File: config.mk
export PLATFORM = sky130hd
export DESIGN_NAME = e3_trail_trace_tx_insert
export DESIGN_NICKNAME = d
export VERILOG_FILES = /design/src/e3_trail_trace_tx_insert.v
export VERILOG_INCLUDE_DIRS = /design/src
export SDC_FILE = /design/constraint.sdc
export NUM_CORES = 1
export LEC_CHECK = 0
export ABC_AREA = 1
export BUFFER_PORTS_ARGS = -buffer_cell sky130_fd_sc_hd__buf_4
export CAP_MARGIN = 10
export CORE_AREA = 5 5 129 131
export CTS_BUF_LIST = sky130_fd_sc_hd__clkbuf_4 sky130_fd_sc_hd__clkbuf_8
export DETAILED_ROUTE_END_ITERATION = 6
export DIE_AREA = 0 0 134 136
export PLACE_DENSITY = 0.82
export SLEW_MARGIN = 20
export SYNTH_ARGS = -nofsm -noshare
export SYNTH_HDL_FRONTEND = slang
export SYNTH_SLANG_ARGS = --single-unit
export TNS_END_PERCENT = 50
File: constraint.sdc
create_clock -name hclk -period 5.1 [get_ports hclk]
set_clock_uncertainty 0.15 [all_clocks]
set_input_delay 0.255 -clock hclk [delete_from_list [all_inputs] [get_ports hclk]]
set_output_delay 0.255 -clock hclk [all_outputs]
set_load 0.01 [all_outputs]
File: src/trail_id_regs.vh
// Register offsets, reset values and frame cycle constants for the trail
// identifier insertion block.
// Assumes byte-wide registers, each at one aligned 32-bit AHB word.
`ifndef TRAIL_ID_REGS_VH
`define TRAIL_ID_REGS_VH

// ----------------------------------------
// Register indices (byte address = 4 * index)
// ----------------------------------------
`define TRAIL_ID_IDX_BYTE_0 8'h38
`define TRAIL_ID_IDX_BYTE_1 8'h39
`define TRAIL_ID_IDX_BYTE_2 8'h3a
`define TRAIL_ID_IDX_BYTE_3 8'h3b
`define TRAIL_ID_IDX_BYTE_4 8'h3c
`define TRAIL_ID_IDX_BYTE_5 8'h3d
`define TRAIL_ID_IDX_BYTE_6 8'h3e
`define TRAIL_ID_IDX_BYTE_7 8'h3f
`define TRAIL_ID_IDX_BYTE_8 8'h40
`define TRAIL_ID_IDX_BYTE_15 8'h47
`define TRAIL_ID_IDX_STATUS 8'h48

// ----------------------------------------
// Reset values and cycle constants
// ----------------------------------------
`define TRAIL_ID_CRC_BYTE_RESET 8'h90
`define TRAIL_ID_BYTE_RESET 8'h00
`define TRAIL_ID_CYCLE_LAST 4'hf

`endif

File: src/e3_trail_trace_tx_insert.v
// E3 transmit trail identifier insertion: 16 byte registers on AHB-Lite,
// one byte per outbound frame into the TR overhead position.
// Assumes frame_start is a one-cycle pulse from the framer on hclk.
`include "trail_id_regs.vh"
`default_nettype none

module e3_trail_trace_tx_insert #(
  parameter NUM_BYTES = 16
) (
  // AHB-Lite clock and reset
  input wire hclk,
  input wire hresetn,
  // AHB-Lite slave
  input wire hsel,
  input wire [31:0] haddr,
  input wire [1:0] htrans,
  input wire hwrite,
  input wire [2:0] hsize,
  input wire [31:0] hwdata,
  input wire hready,
  output reg [31:0] hrdata,
  output wire hreadyout,
  output wire hresp,
  // Framer timing
  input wire frame_start,
  // TR byte for the frame now being sent
  output reg [7:0] tr_byte,
  output reg [3:0] cycle_pos
);

  // ----------------------------------------
  // Address decode
  // ----------------------------------------
  // Maps a byte address to an identifier slot; bit 4 set means unmapped
  function [4:0] slot_of;
    input [31:0] addr;
    reg [29:0] idx;
    begin
      idx = addr[31:2];
      if (addr[1:0] == 2'h0 && idx >= {22'h0, `TRAIL_ID_IDX_BYTE_0} &&
          idx <= {22'h0, `TRAIL_ID_IDX_BYTE_15}) begin
        slot_of = {1'b0, idx[3:0] - 4'h8};
      end else begin
        slot_of = 5'h10;
      end
    end
  endfunction

  reg [7:0] id_byte [0:NUM_BYTES-1];
  reg [7:0] fetched;
  reg wr_pend;
  reg [4:0] wr_slot;
  reg [31:0] next_hrdata;
  wire [4:0] addr_slot;
  wire take;

  assign hreadyout = 1'b1;
  assign hresp = 1'b0;
  assign take = hsel && hready && htrans[1];
  assign addr_slot = slot_of(haddr);

  // ----------------------------------------
  // Bus side
  // ----------------------------------------
  // Latch write address phase; data lands in the following data phase
  always @(posedge hclk or negedge hresetn) begin
    if (!hresetn) begin
      wr_pend <= 1'b0;
      wr_slot <= 5'h10;
    end else begin
      wr_pend <= take && hwrite;
      wr_slot <= addr_slot;
    end
  end

  // Read data: identifier bytes, cycle_pos in the status word, zero for unmapped words
  always @* begin
    next_hrdata = 32'h0;
    if (!addr_slot[4]) begin
      next_hrdata = {24'h0, id_byte[addr_slot[3:0]]};
    end else if (haddr[31:2] == {22'h0, `TRAIL_ID_IDX_STATUS} && haddr[1:0] == 2'h0) begin
      next_hrdata = {28'h0, cycle_pos};
    end
  end

  always @(posedge hclk or negedge hresetn) begin
    if (!hresetn) begin
      hrdata <= 32'h0;
    end else if (take && !hwrite) begin
      hrdata <= next_hrdata;
    end
  end

  // Identifier byte storage; reset loads 8'h90 into byte 0 and clears the rest
  genvar g;
  generate
    for (g = 0; g < NUM_BYTES; g = g + 1) begin : g_byte
      always @(posedge hclk or negedge hresetn) begin
        if (!hresetn) begin
          id_byte[g] <= (g == 0) ? `TRAIL_ID_CRC_BYTE_RESET : `TRAIL_ID_BYTE_RESET;
        end else if (wr_pend && wr_slot == g) begin
          id_byte[g] <= hwdata[7:0];
        end
      end
    end
  endgenerate

  // ----------------------------------------
  // Frame side
  // ----------------------------------------
  // Counter steps per frame; fetch slot k in frame k, send it in the next
  always @(posedge hclk or negedge hresetn) begin
    if (!hresetn) begin
      cycle_pos <= 4'h0;
      fetched <= 8'h0;
      tr_byte <= 8'h0;
    end else if (frame_start) begin
      cycle_pos <= (cycle_pos == `TRAIL_ID_CYCLE_LAST) ? 4'h0 : cycle_pos + 4'h1;
      fetched <= id_byte[cycle_pos];
      tr_byte <= fetched;
    end
  end

endmodule // e3_trail_trace_tx_insert
`default_nettype wire

==> results of run 1 <==
worst min-delay path: stages:
cell and delay, ns:
buf_4 0.09, inv_1 0.06, nand2_1 0.06, nand3_1 0.06, nand3_1 0.07, nand2_1 0.06
nand2_1 0.05
flip-flops by register name (all words and copies together), names as in the netlist:
signal,count
id_byte,128
fetched,8
hrdata,8
tr_byte,8
wr_slot,5
cycle_pos,4
wr_pend,1
kinds of logic after synthesis:
kind of cell    count (synthesis)  synth area share
compound gates                280            0.1624
xor+xnor                        1         0.0009674
simple gates                  579            0.2722
buf+inv                       236            0.1141
fa+ha+maj                       1          0.001382
flops                         162            0.4481
other cells                     2         0.0008294
power groups by stage:
stage	combinational (mW)	sequential (mW)	clock [mW]
after global placement	0.807	1.42	0
after global routing	0.941	1.41	1.02
after floorplan	0.532	1.42	0
after detailed placement	0.825	1.43	0
final	0.854	1.40	0.972
after CTS	0.829	1.40	0.973
timing repair:
| item | 4_1_cts | 5_1_grt |
|---|---|---|
| setup buffers | 0 | 0 |
| setup endpoints to repair | 0 | 0 |
| endpoints found under the hold margin | 104 | 0 |
| hold buffers | 5 | 0 |
metal layers:
layer	routed length [µm]	share of wire
met1	10350	0.40
met2	11460	0.45
met3	2814	0.11
met4	987	0.039
met5	0	0
worst max path at each step:
stage	from	to	slack, ns
2_1_floorplan	haddr[1]	hrdata[2]	3.24
3_3_place_gp	haddr[1]	hrdata[2]	1.69
6_report	haddr[5]	hrdata[2]	1.70
4_1_cts	haddr[5]	hrdata[3]	1.88
5_1_grt	haddr[5]	hrdata[1]	1.62
3_5_place_dp	haddr[10]	hrdata[3]	1.68
metrics by stage:
stage / setup slack [ns] / util
2_1_floorplan: 3.242 / -
3_3_place_gp: 1.695 / 0.6076
3_5_place_dp: 1.677 / 0.6076
4_1_cts: 1.882 / 0.6375
5_1_grt: 1.624 / 0.6375
6_report: 1.698 / 0.6375
cell usage in the layout, fill, tap and decap left out, drive strengths merged:
cell type    netlist  layout
clkbuf            62      24
nor2              55      55
dlygate4sd3        0       5
ha                 1       1
a21oi             47      47
conb               2      26
nand4             46      46
bufinv             0       2
inv              124     124
nand2            365     365
o211ai            12      12
o21ai            205     205
dfstp              3       3
xor2               1       1
clkinv             4       5
dfrtp            159     159
o221ai             4       4
nor3               6       6
buf               46      75
nand3            103     103
a31oi              8       8
clkinvlp           0       5
or2                4       4
o31ai              4       4
area by class of cell:
| class | count | area (µm²) |
|---|---|---|
| clock buffer | 24 | 305.3 |
| sequential | 162 | 4059 |
| inverter | 128 | 480.5 |
| clock inverter | 8 | 106.4 |
| multi-input combinational | 887 | 4061 |
| tap | 192 | 240.2 |
| timing repair buffer | 80 | 616.8 |
| fill | 1369 | 5613 |
==> results.md, run 1 <==
* Fmax at 0.2939 GHz
* Layout cells sized above 1 at 0.09620
* Clk buf depth at 2
* FF+latch count, synth at 162
* WP data arrival at 3.62 ns
* Ports at 121
* Top cells by count, synth: 364 x nand2_1, 195 x o21ai_0, 159 x dfrtp_1, 119 x inv_1, 100 x nand3_1
* Reg2reg path depth at 5
* Hold EP: hrdata[0]
* Net Sw Frac at 0.3471
* Fin. Hold Viols at 0
* Cells along the critical path: dlygate4sd3_1, buf_4, nand3_1, o21ai_4, nand3_2, inv_2, nand2_1, nand2_1, nand2_1, nand3_1, nand3_1, nand2_1, nand2_1
* CTS clk-pin slew, worst paths at 0.09 ns
* Worst R2R End: fetched[3]
* Max-slew violation count at 0
* IR drop worst, VDD at 0.1763 mV
* M2 GR Usage at 0.4441
* Avg Synthesized Cell Area at 7.181 µm²
* CP startpoint kind: input port
* Site Rows at 46
* Die height at 136 µm
* Die W at 134 µm
* Primary FF master, synth: dfrtp_1
* Maxcap violations at 0
* WHS Path Cells at 7
* Drt first pass iters at 7
* Leak at 5.519 nW
* Worst-Margin Slew at 0.9667 ns
* CP delay by family, top: simple AND/OR/NAND/NOR gates
* Die area at 18220 µm²
* Yosys top cell by area: dfrtp_1
* Vias per cell at 5.962
* Vias in the first global route at 8183
* CTS tree: built
* CP endpoint kind: flip-flop
* Final-stage net count at 1352
* Final setup violation count at 0
* Hold_sp: haddr[4]
* TNS Setup at 0 ns
* Busiest layer in global routing: met2
* Initial detailed-routing violation count at 1233
* Int Power at 2.110 mW
* Unrepaired setup endpoints after global routing: no
* Period minus WS final at 3.402 ns
* Initial core utilization at 0.5849
* Register area share after synthesis at 0.4481
* Sink Count at 162
* CTS Buf Count at 17
* Crit path buf inv count at 3
* Mapped cell area at 9055 µm²
* Most common cell in the netlist: nand2_1
* Critical Path Stages at 13
* Max H-tree Level at 4
* All-Layer GR Usage at 0.2868
* Wire per inst at 17.29 µm
* Worst rel slew slack at 0.3555
* Global Route met3 Usage at 0.06884
* Worst EP required at 5.31 ns
* EDFF count, synth at 0
* HP Class: in -> reg
* Logic pwr share at 0.264
* Core area at 15480 µm²
* Cell count after placement at 1444
* Power Density at 327.4 nW/µm²
* Post-DP HPWL at 16580 µm
* Later-pin clock latency in the skew report at 0.47 ns
* Placement Cell Area at 9408 µm²
* Crit Path Max Fanout at 25
* IO Port Bufs at 66
* RePlAce Congestion at 0.9341
* Synth Instances at 1261
* DRC Markers at 0
* Synthesis Warnings at 0
* Yosys top cell area share at 0.4394
* Clock power share at 0.301
* Post-route worst hold slack at 0.1170 ns
* Critical-path top delay cell: o21ai_4
* First-pass GRT wire length at 41270 µm
* Final cell area excluding filler cells at 9869 µm²
* Initial antenna violation count at 0
* Antenna Violating Nets Remaining at 0
* Synth async-reset ratio at 1.000
* Inserted Diodes at 0
* Seq pwr share at 0.435
* NetSw at 1.121 mW
* Total gr overflow at 0
* Netlist cell types at 31
* Tot Pwr at 3.231 mW
* Number of gates resized after CTS at 0
* Final Cycle Share at 0.6671
* Root buffer cell: clkbuf_8
* Crit path top cell by count: nand2_1
* Met1 Use GR at 0.3813
* Max incr delay on CP at 0.67 ns
* Worst R2R Setup Slack at 2.86 ns
* Largest net degree at the start of global routing at 103
* Vias at 8829
* Top area cells in the synthesized netlist: dfrtp_1 44%, nand2_1 15%, o21ai_0 11%
* Crit Path Class: in -> reg
* Outcome: finished clean
* Drt total wl at 25610 µm
* Synthesis-to-layout area growth at 8.995%
* Reg-to-Reg Start: cycle_pos[0]
* Layout Cells excl Fill at 1481
Power figures use the tool's default switching activity.
==> run 2, diff against run 1 <==
ABC_AREA = 0   (was 1)
CORE_AREA = 5 5 127 129   (was 5 5 129 131)
DIE_AREA = 0 0 132 134   (was 0 0 134 136)
clock period = 3.15 ns   (was 5.1 ns; I/O delays follow)
==> run 2 against run 1 <==
  * Critical path depth shrank 5
  * Non-clock buffer count increased by 16
  * Final cell count decreased by 38%
  * Critical endpoint is now wr_slot[0]
  * Largest power group unchanged
  * Highest routed layer unchanged
==> results.md, run 2 <==
* Outcome: finished clean
* Drt first pass iters at 5
* CP startpoint kind: input port
* IR drop worst, VDD at 0.2996 mV
* Antenna Violating Nets Remaining at 0
* Max H-tree Level at 4
* Max incr delay on CP at 0.67 ns
* Drt total wl at 22040 µm
* Placement Cell Area at 9310 µm²
* CTS Buf Count at 17
* Crit Path Class: in -> reg
* Die height at 134 µm
* Sink Count at 162
* Maxcap violations at 0
* Crit path top cell by count: dlygate4sd3_1
* Synth async-reset ratio at 1.000
* Top cells by count, synth: 159 x dfrtp_1, 148 x mux2_2, 52 x mux4_2, 29 x nand2_1
* Commonest non-fill, non-tap cell in the layout: dfrtp_1
* TNS Setup at 0 ns
* Critical-path top delay cell: dlygate4sd3_1
* Crit Path Max Fanout at 9
* Post-DP HPWL at 14860 µm
* Synthesized-area fraction occupied by adder cells at 0.001432
* Largest family of logic cells by synthesized area: multiplexers
* Mux contribution to synthesized area at 0.3466
* WP data arrival at 3.16 ns
* Final Cycle Share at 0.9228
* Largest net degree at the start of global routing at 109
* DRC Markers at 0
* Most frequent cells in the layout: 158 x dfrtp_1, 148 x mux2_2, 73 x buf_4, 52 x mux4_2, 29 x nand2_1
* Layout cells sized above 1 at 0.4486
* Hold-fix buffers at CTS at 17
* Top reg by flops: id_byte
* Top area cells in the synthesized netlist: dfrtp_1 46%, mux2_2 19%, mux4_2 13%
* Later-pin clock latency in the skew report at 0.46 ns
* CTS clk-pin slew, worst paths at 0.08 ns
* Synth Area in Simple Gates at 0.08393
* Worst-Margin Slew at 0.9346 ns
* First-pass GRT wire length at 35110 µm
* Ports at 121
* CP endpoint kind: flip-flop
* Final-stage net count at 792
* Most common cell in the netlist: dfrtp_1
* Vias at 6100
* Die area at 17690 µm²
* Site Rows at 45
* Core area at 14920 µm²
* Reg2reg path depth at 4
* Initial antenna violation count at 1
* Period minus WS final at 2.907 ns
* Power Density at 522.6 nW/µm²
* Unrepaired setup endpoints after global routing: no
* HP Class: in -> reg
* RePlAce Congestion at 0.9126
* IO Port Bufs at 66
* Synth Area in XOR/XNOR at 0.001003
* CTS tree: built
* Max-slew violation count at 0
* Leak at 4.323 nW
* Yosys top cell area share at 0.4555
* All-Layer GR Usage at 0.2544
* Fmax at 0.3440 GHz
* Wire per inst at 24.04 µm
* Yosys top cell by area: dfrtp_1
* Cells along the critical path: dlygate4sd3_1, buf_4, nor2_1, dlygate4sd3_1, nand4_4, dlygate4sd3_1, nor3_1, dlygate4sd3_1
* Synthesis Warnings at 0
* Synth Area in Compound Gates at 0.05700
* Fin. Hold Viols at 0
* Vias in the first global route at 6230
* Worst rel slew slack at 0.3735
* Die W at 132 µm
* Initial core utilization at 0.5855
* Total gr overflow at 0
* Final setup violation count at 0
* Synthesis-to-layout area growth at 13.13%
* Vias per cell at 6.652
* FF+latch count, synth at 162
* Worst EP required at 3.40 ns
* Primary FF master, synth: dfrtp_1
* WHS Path Cells at 5
* Netlist cell types at 58
* Clk buf depth at 2
* Max FFs per register at 128
* Number of gates resized after CTS at 0
* Avg Synthesized Cell Area at 13.52 µm²
* Synth Instances at 646
* Root buffer cell: clkbuf_8
* Initial detailed-routing violation count at 566
* Postcts setup bufs at 0
* EDFF count, synth at 0
* Final cell area excluding filler cells at 9883 µm²
* Inserted Diodes at 0
* Register area share after synthesis at 0.4645
* Mapped cell area at 8736 µm²
run 2: layout make-up:
class	instances	area, µm²
Timing Repair Buffer	96	827.0
Fill cell	1043	5037
Clock buffer	27	340.3
Tap cell	188	235.2
Clock inverter	5	25.02
Multi-Input combinational cell	434	4378
Sequential cell	162	4059
Inverter	5	18.77
run 2: final timing paths:
path / from / end / slack (ns)
hold reg to reg: fetched[7] / fetched[7] / 0.36
max in group asynchronous: hresetn / id_byte[65] / 1.36
setup / recovery: haddr[11] / wr_slot[0] / 0.24
setup reg to reg: wr_pend / id_byte[27] / 0.74
min in group asynchronous: hresetn / id_byte[54] / 0.51
hold / removal: haddr[13] / wr_slot[2] / 0.14
run 2: report_power, final:
| group | internal [mW] | switching [mW] |
|---|---|---|
| registers | 2.26 | 0.190 |
| clock network | 0.688 | 0.706 |
| logic | 0.732 | 0.590 |
run 2: routing by layer:
metal | part of all wire | global-route usage
met5 | 0 | 0
met4 | 0.041 | 0.1171
met1 | 0.39 | 0.3355
met2 | 0.47 | 0.3911
met3 | 0.097 | 0.07652
run 2: worst max-delay path, delay by kind of cell:
family,cells,cell delay [ns]
buffers and inverters,5,2.52
AND/OR/NAND/NOR,3,0.48
run 2: cells by family (layout without fill, tap and decap cells):
logic type / after synthesis / in the layout
adders and majority gates: 1 / 1
xor gates and xnor gates: 1 / 1
DFF: 162 / 162
other: 2 / 26
AOI/OAI and AO/OA: 70 / 70
and+or+nand+nor: 117 / 117
muxes: 219 / 219
buffers and inverters: 74 / 133
run 2: through the flow:
step / utilization / setup slack, ns / power (mW) / cells / hold WS (ns)
floorplan: - / 0.7593 / 3.303 / 670 / -0.2881
global route: 0.6624 / 0.1192 / 5.374 / 917 / 0.1379
finish: 0.6624 / 0.2431 / 5.165 / 917 / 0.1440
detailed placement: 0.6240 / 0.5481 / 3.783 / 866 / 0.2144
global placement: 0.6240 / 0.6277 / 3.719 / 866 / 0.1936
CTS: 0.6599 / 0.3120 / 5.177 / 915 / 0.1093
==> run 3, diff against run 2 <==
GPL_TIMING_DRIVEN = 0   (was default)
==> run 3 against run 2 <==
  * Via count grew 6.1%
  * Sequential share of layout area shrank 1.3 points
  * Worst setup slack lost 0.16 ns
  * Final cell count grew 5.7%
  * Die area is the same
  * Power grew 9.8%
  * Non-clock buffer count grew 54
  * Combinational power grew 9.8%
==> results.md, run 3 (synthesis gave the netlist of run 2 again) <==
* Final Cycle Share at 0.9742
* Reg-to-Reg Start: cycle_pos[1]
* Synthesis-to-layout area growth at 16.93%
* Vias at 6472
* Drt first pass iters at 6
* Unrepaired setup endpoints after global routing: no
* CTS Buf Count at 17
* Worst-Margin Slew at 1.203 ns
* Post-DP HPWL at 17850 µm
* Crit Path Max Fanout at 10
* Initial core utilization at 0.5855
* Crit path from: cycle_pos[1]
* Largest net degree at the start of global routing at 105
* Commonest non-fill, non-tap cell in the layout: dfrtp_1
* Initial detailed-routing violation count at 747
* Initial antenna violation count at 0
* Final-stage net count at 846
* Layout Cells excl Fill at 969
* Number of gates resized after CTS at 0
* IR drop worst, VDD at 0.3023 mV
* Drt total wl at 24910 µm
* Later-pin clock latency in the skew report at 0.47 ns
* Total gr overflow at 0
* DRC Markers at 0
* Worst rel slew slack at 0.1921
* Worst R2R Setup Slack at 0.08 ns
* WP data arrival at 3.27 ns
* Period minus WS final at 3.069 ns
* CP Capture Point: fetched[6]
* IO Port Bufs at 65
* Die W at 132 µm
* Core area at 14920 µm²
* Fin. Hold Viols at 0
* Wire per inst at 25.70 µm
* Antenna Violating Nets Remaining at 0
* Max-slew violation count at 0
* Worst R2R End: fetched[6]
* Vias per cell at 6.679
* CP endpoint kind: flip-flop
* Final setup violation count at 0
* Die height at 134 µm
* CTS tree: built
* Layout cells sized above 1 at 0.4456
* Sink Count at 162
* RePlAce Congestion at 0.9898
* Max H-tree Level at 4
* Leak at 4.492 nW
* Most frequent cells in the layout: 159 x dfrtp_1, 148 x mux2_2, 91 x buf_4, 52 x mux4_2, 29 x nand2_1
* Clk buf depth at 2
* TNS Setup at 0 ns
* Max FFs per register at 128
* Ports at 121
* Worst EP required at 3.35 ns
* Top reg by flops: id_byte
* Root buffer cell: clkbuf_8
* Vias in the first global route at 6734
* Reg2reg path depth at 5
* First-pass GRT wire length at 38900 µm
* All-Layer GR Usage at 0.2870
* Cell count after placement at 924
* CP startpoint kind: flip-flop
* Outcome: finished clean
* CTS clk-pin slew, worst paths at 0.09 ns
* Power Density at 555.3 nW/µm²
* Crit Path Class: reg -> reg
* HP Class: in -> async
* Inserted Diodes at 0
* Maxcap violations at 0
* Fmax at 0.3259 GHz
* Site Rows at 45
* Die area at 17690 µm²
run 3: report_power, final:
| group | switching, mW | internal [mW] |
|---|---|---|
| logic | 0.704 | 0.742 |
| registers | 0.130 | 2.26 |
| clock network | 0.764 | 1.07 |
| total | 1.60 | 4.07 |
run 3: per-layer routing:
layer	vias up	share of wire	global-route usage
li1	2663	-	-
met1	3264	0.37	0.3689
met2	453	0.48	0.4582
met3	92	0.11	0.08740
met4	0	0.035	0.1171
met5	-	0	0
run 3: cell type report:
class / instances / area, µm²
repair buffers: 81 / 673.1
fillers: 1068 / 4706
clock buffers: 20 / 275.3
inverters: 5 / 18.77
well taps: 188 / 235.2
flip-flops and latches: 162 / 4058
plain buffers: 69 / 371.6
clock inverters: 10 / 205.2
multi-input cells: 434 / 4378
run 3: how the worst min path moves through the flow:
stage / slack, ns / depth (start not counted) / to
2_1_floorplan: -0.29 / 0 / cycle_pos[0]
3_3_place_gp: 0.28 / 2 / wr_pend
3_5_place_dp: -0.02 / 1 / id_byte[29]
4_1_cts: 0.06 / 2 / wr_slot[2]
5_1_grt: 0.09 / 3 / wr_slot[2]
6_report: 0.05 / 2 / wr_slot[2]
run 3: through the flow:
| step | instance area (µm²) | util | worst slack [ns] | hold slack (ns) | power [mW] |
|---|---|---|---|---|---|
| detailed placement | 9584 | 0.6423 | 0.09696 | -0.02379 | 3.845 |
| global route | 10210 | 0.6846 | 0.006065 | 0.08644 | 5.889 |
| CTS | 10210 | 0.6846 | 0.08200 | 0.06292 | 5.680 |
| finish | 10210 | 0.6846 | 0.08138 | 0.04603 | 5.673 |
| global placement | 9549 | 0.6400 | 0.1625 | 0.2795 | 3.783 |
| floorplan | 8826 | - | 0.7593 | -0.2881 | 3.303 |
run 3: timing repair:
item | in CTS | in global routing
endpoints found under the hold margin | 214 | 0
buffers inserted | 0 | 0
hold buffers | 15 | 0
endpoints found under the setup margin | 0 | 0
run 3: critical path, cell delays in order (launching register included):
cell and delay, ns:
dfrtp_1 0.37, clkbuf_1 0.48, clkbuf_1 0.73, mux4_2 0.43, mux4_2 0.51, mux2_2 0.28
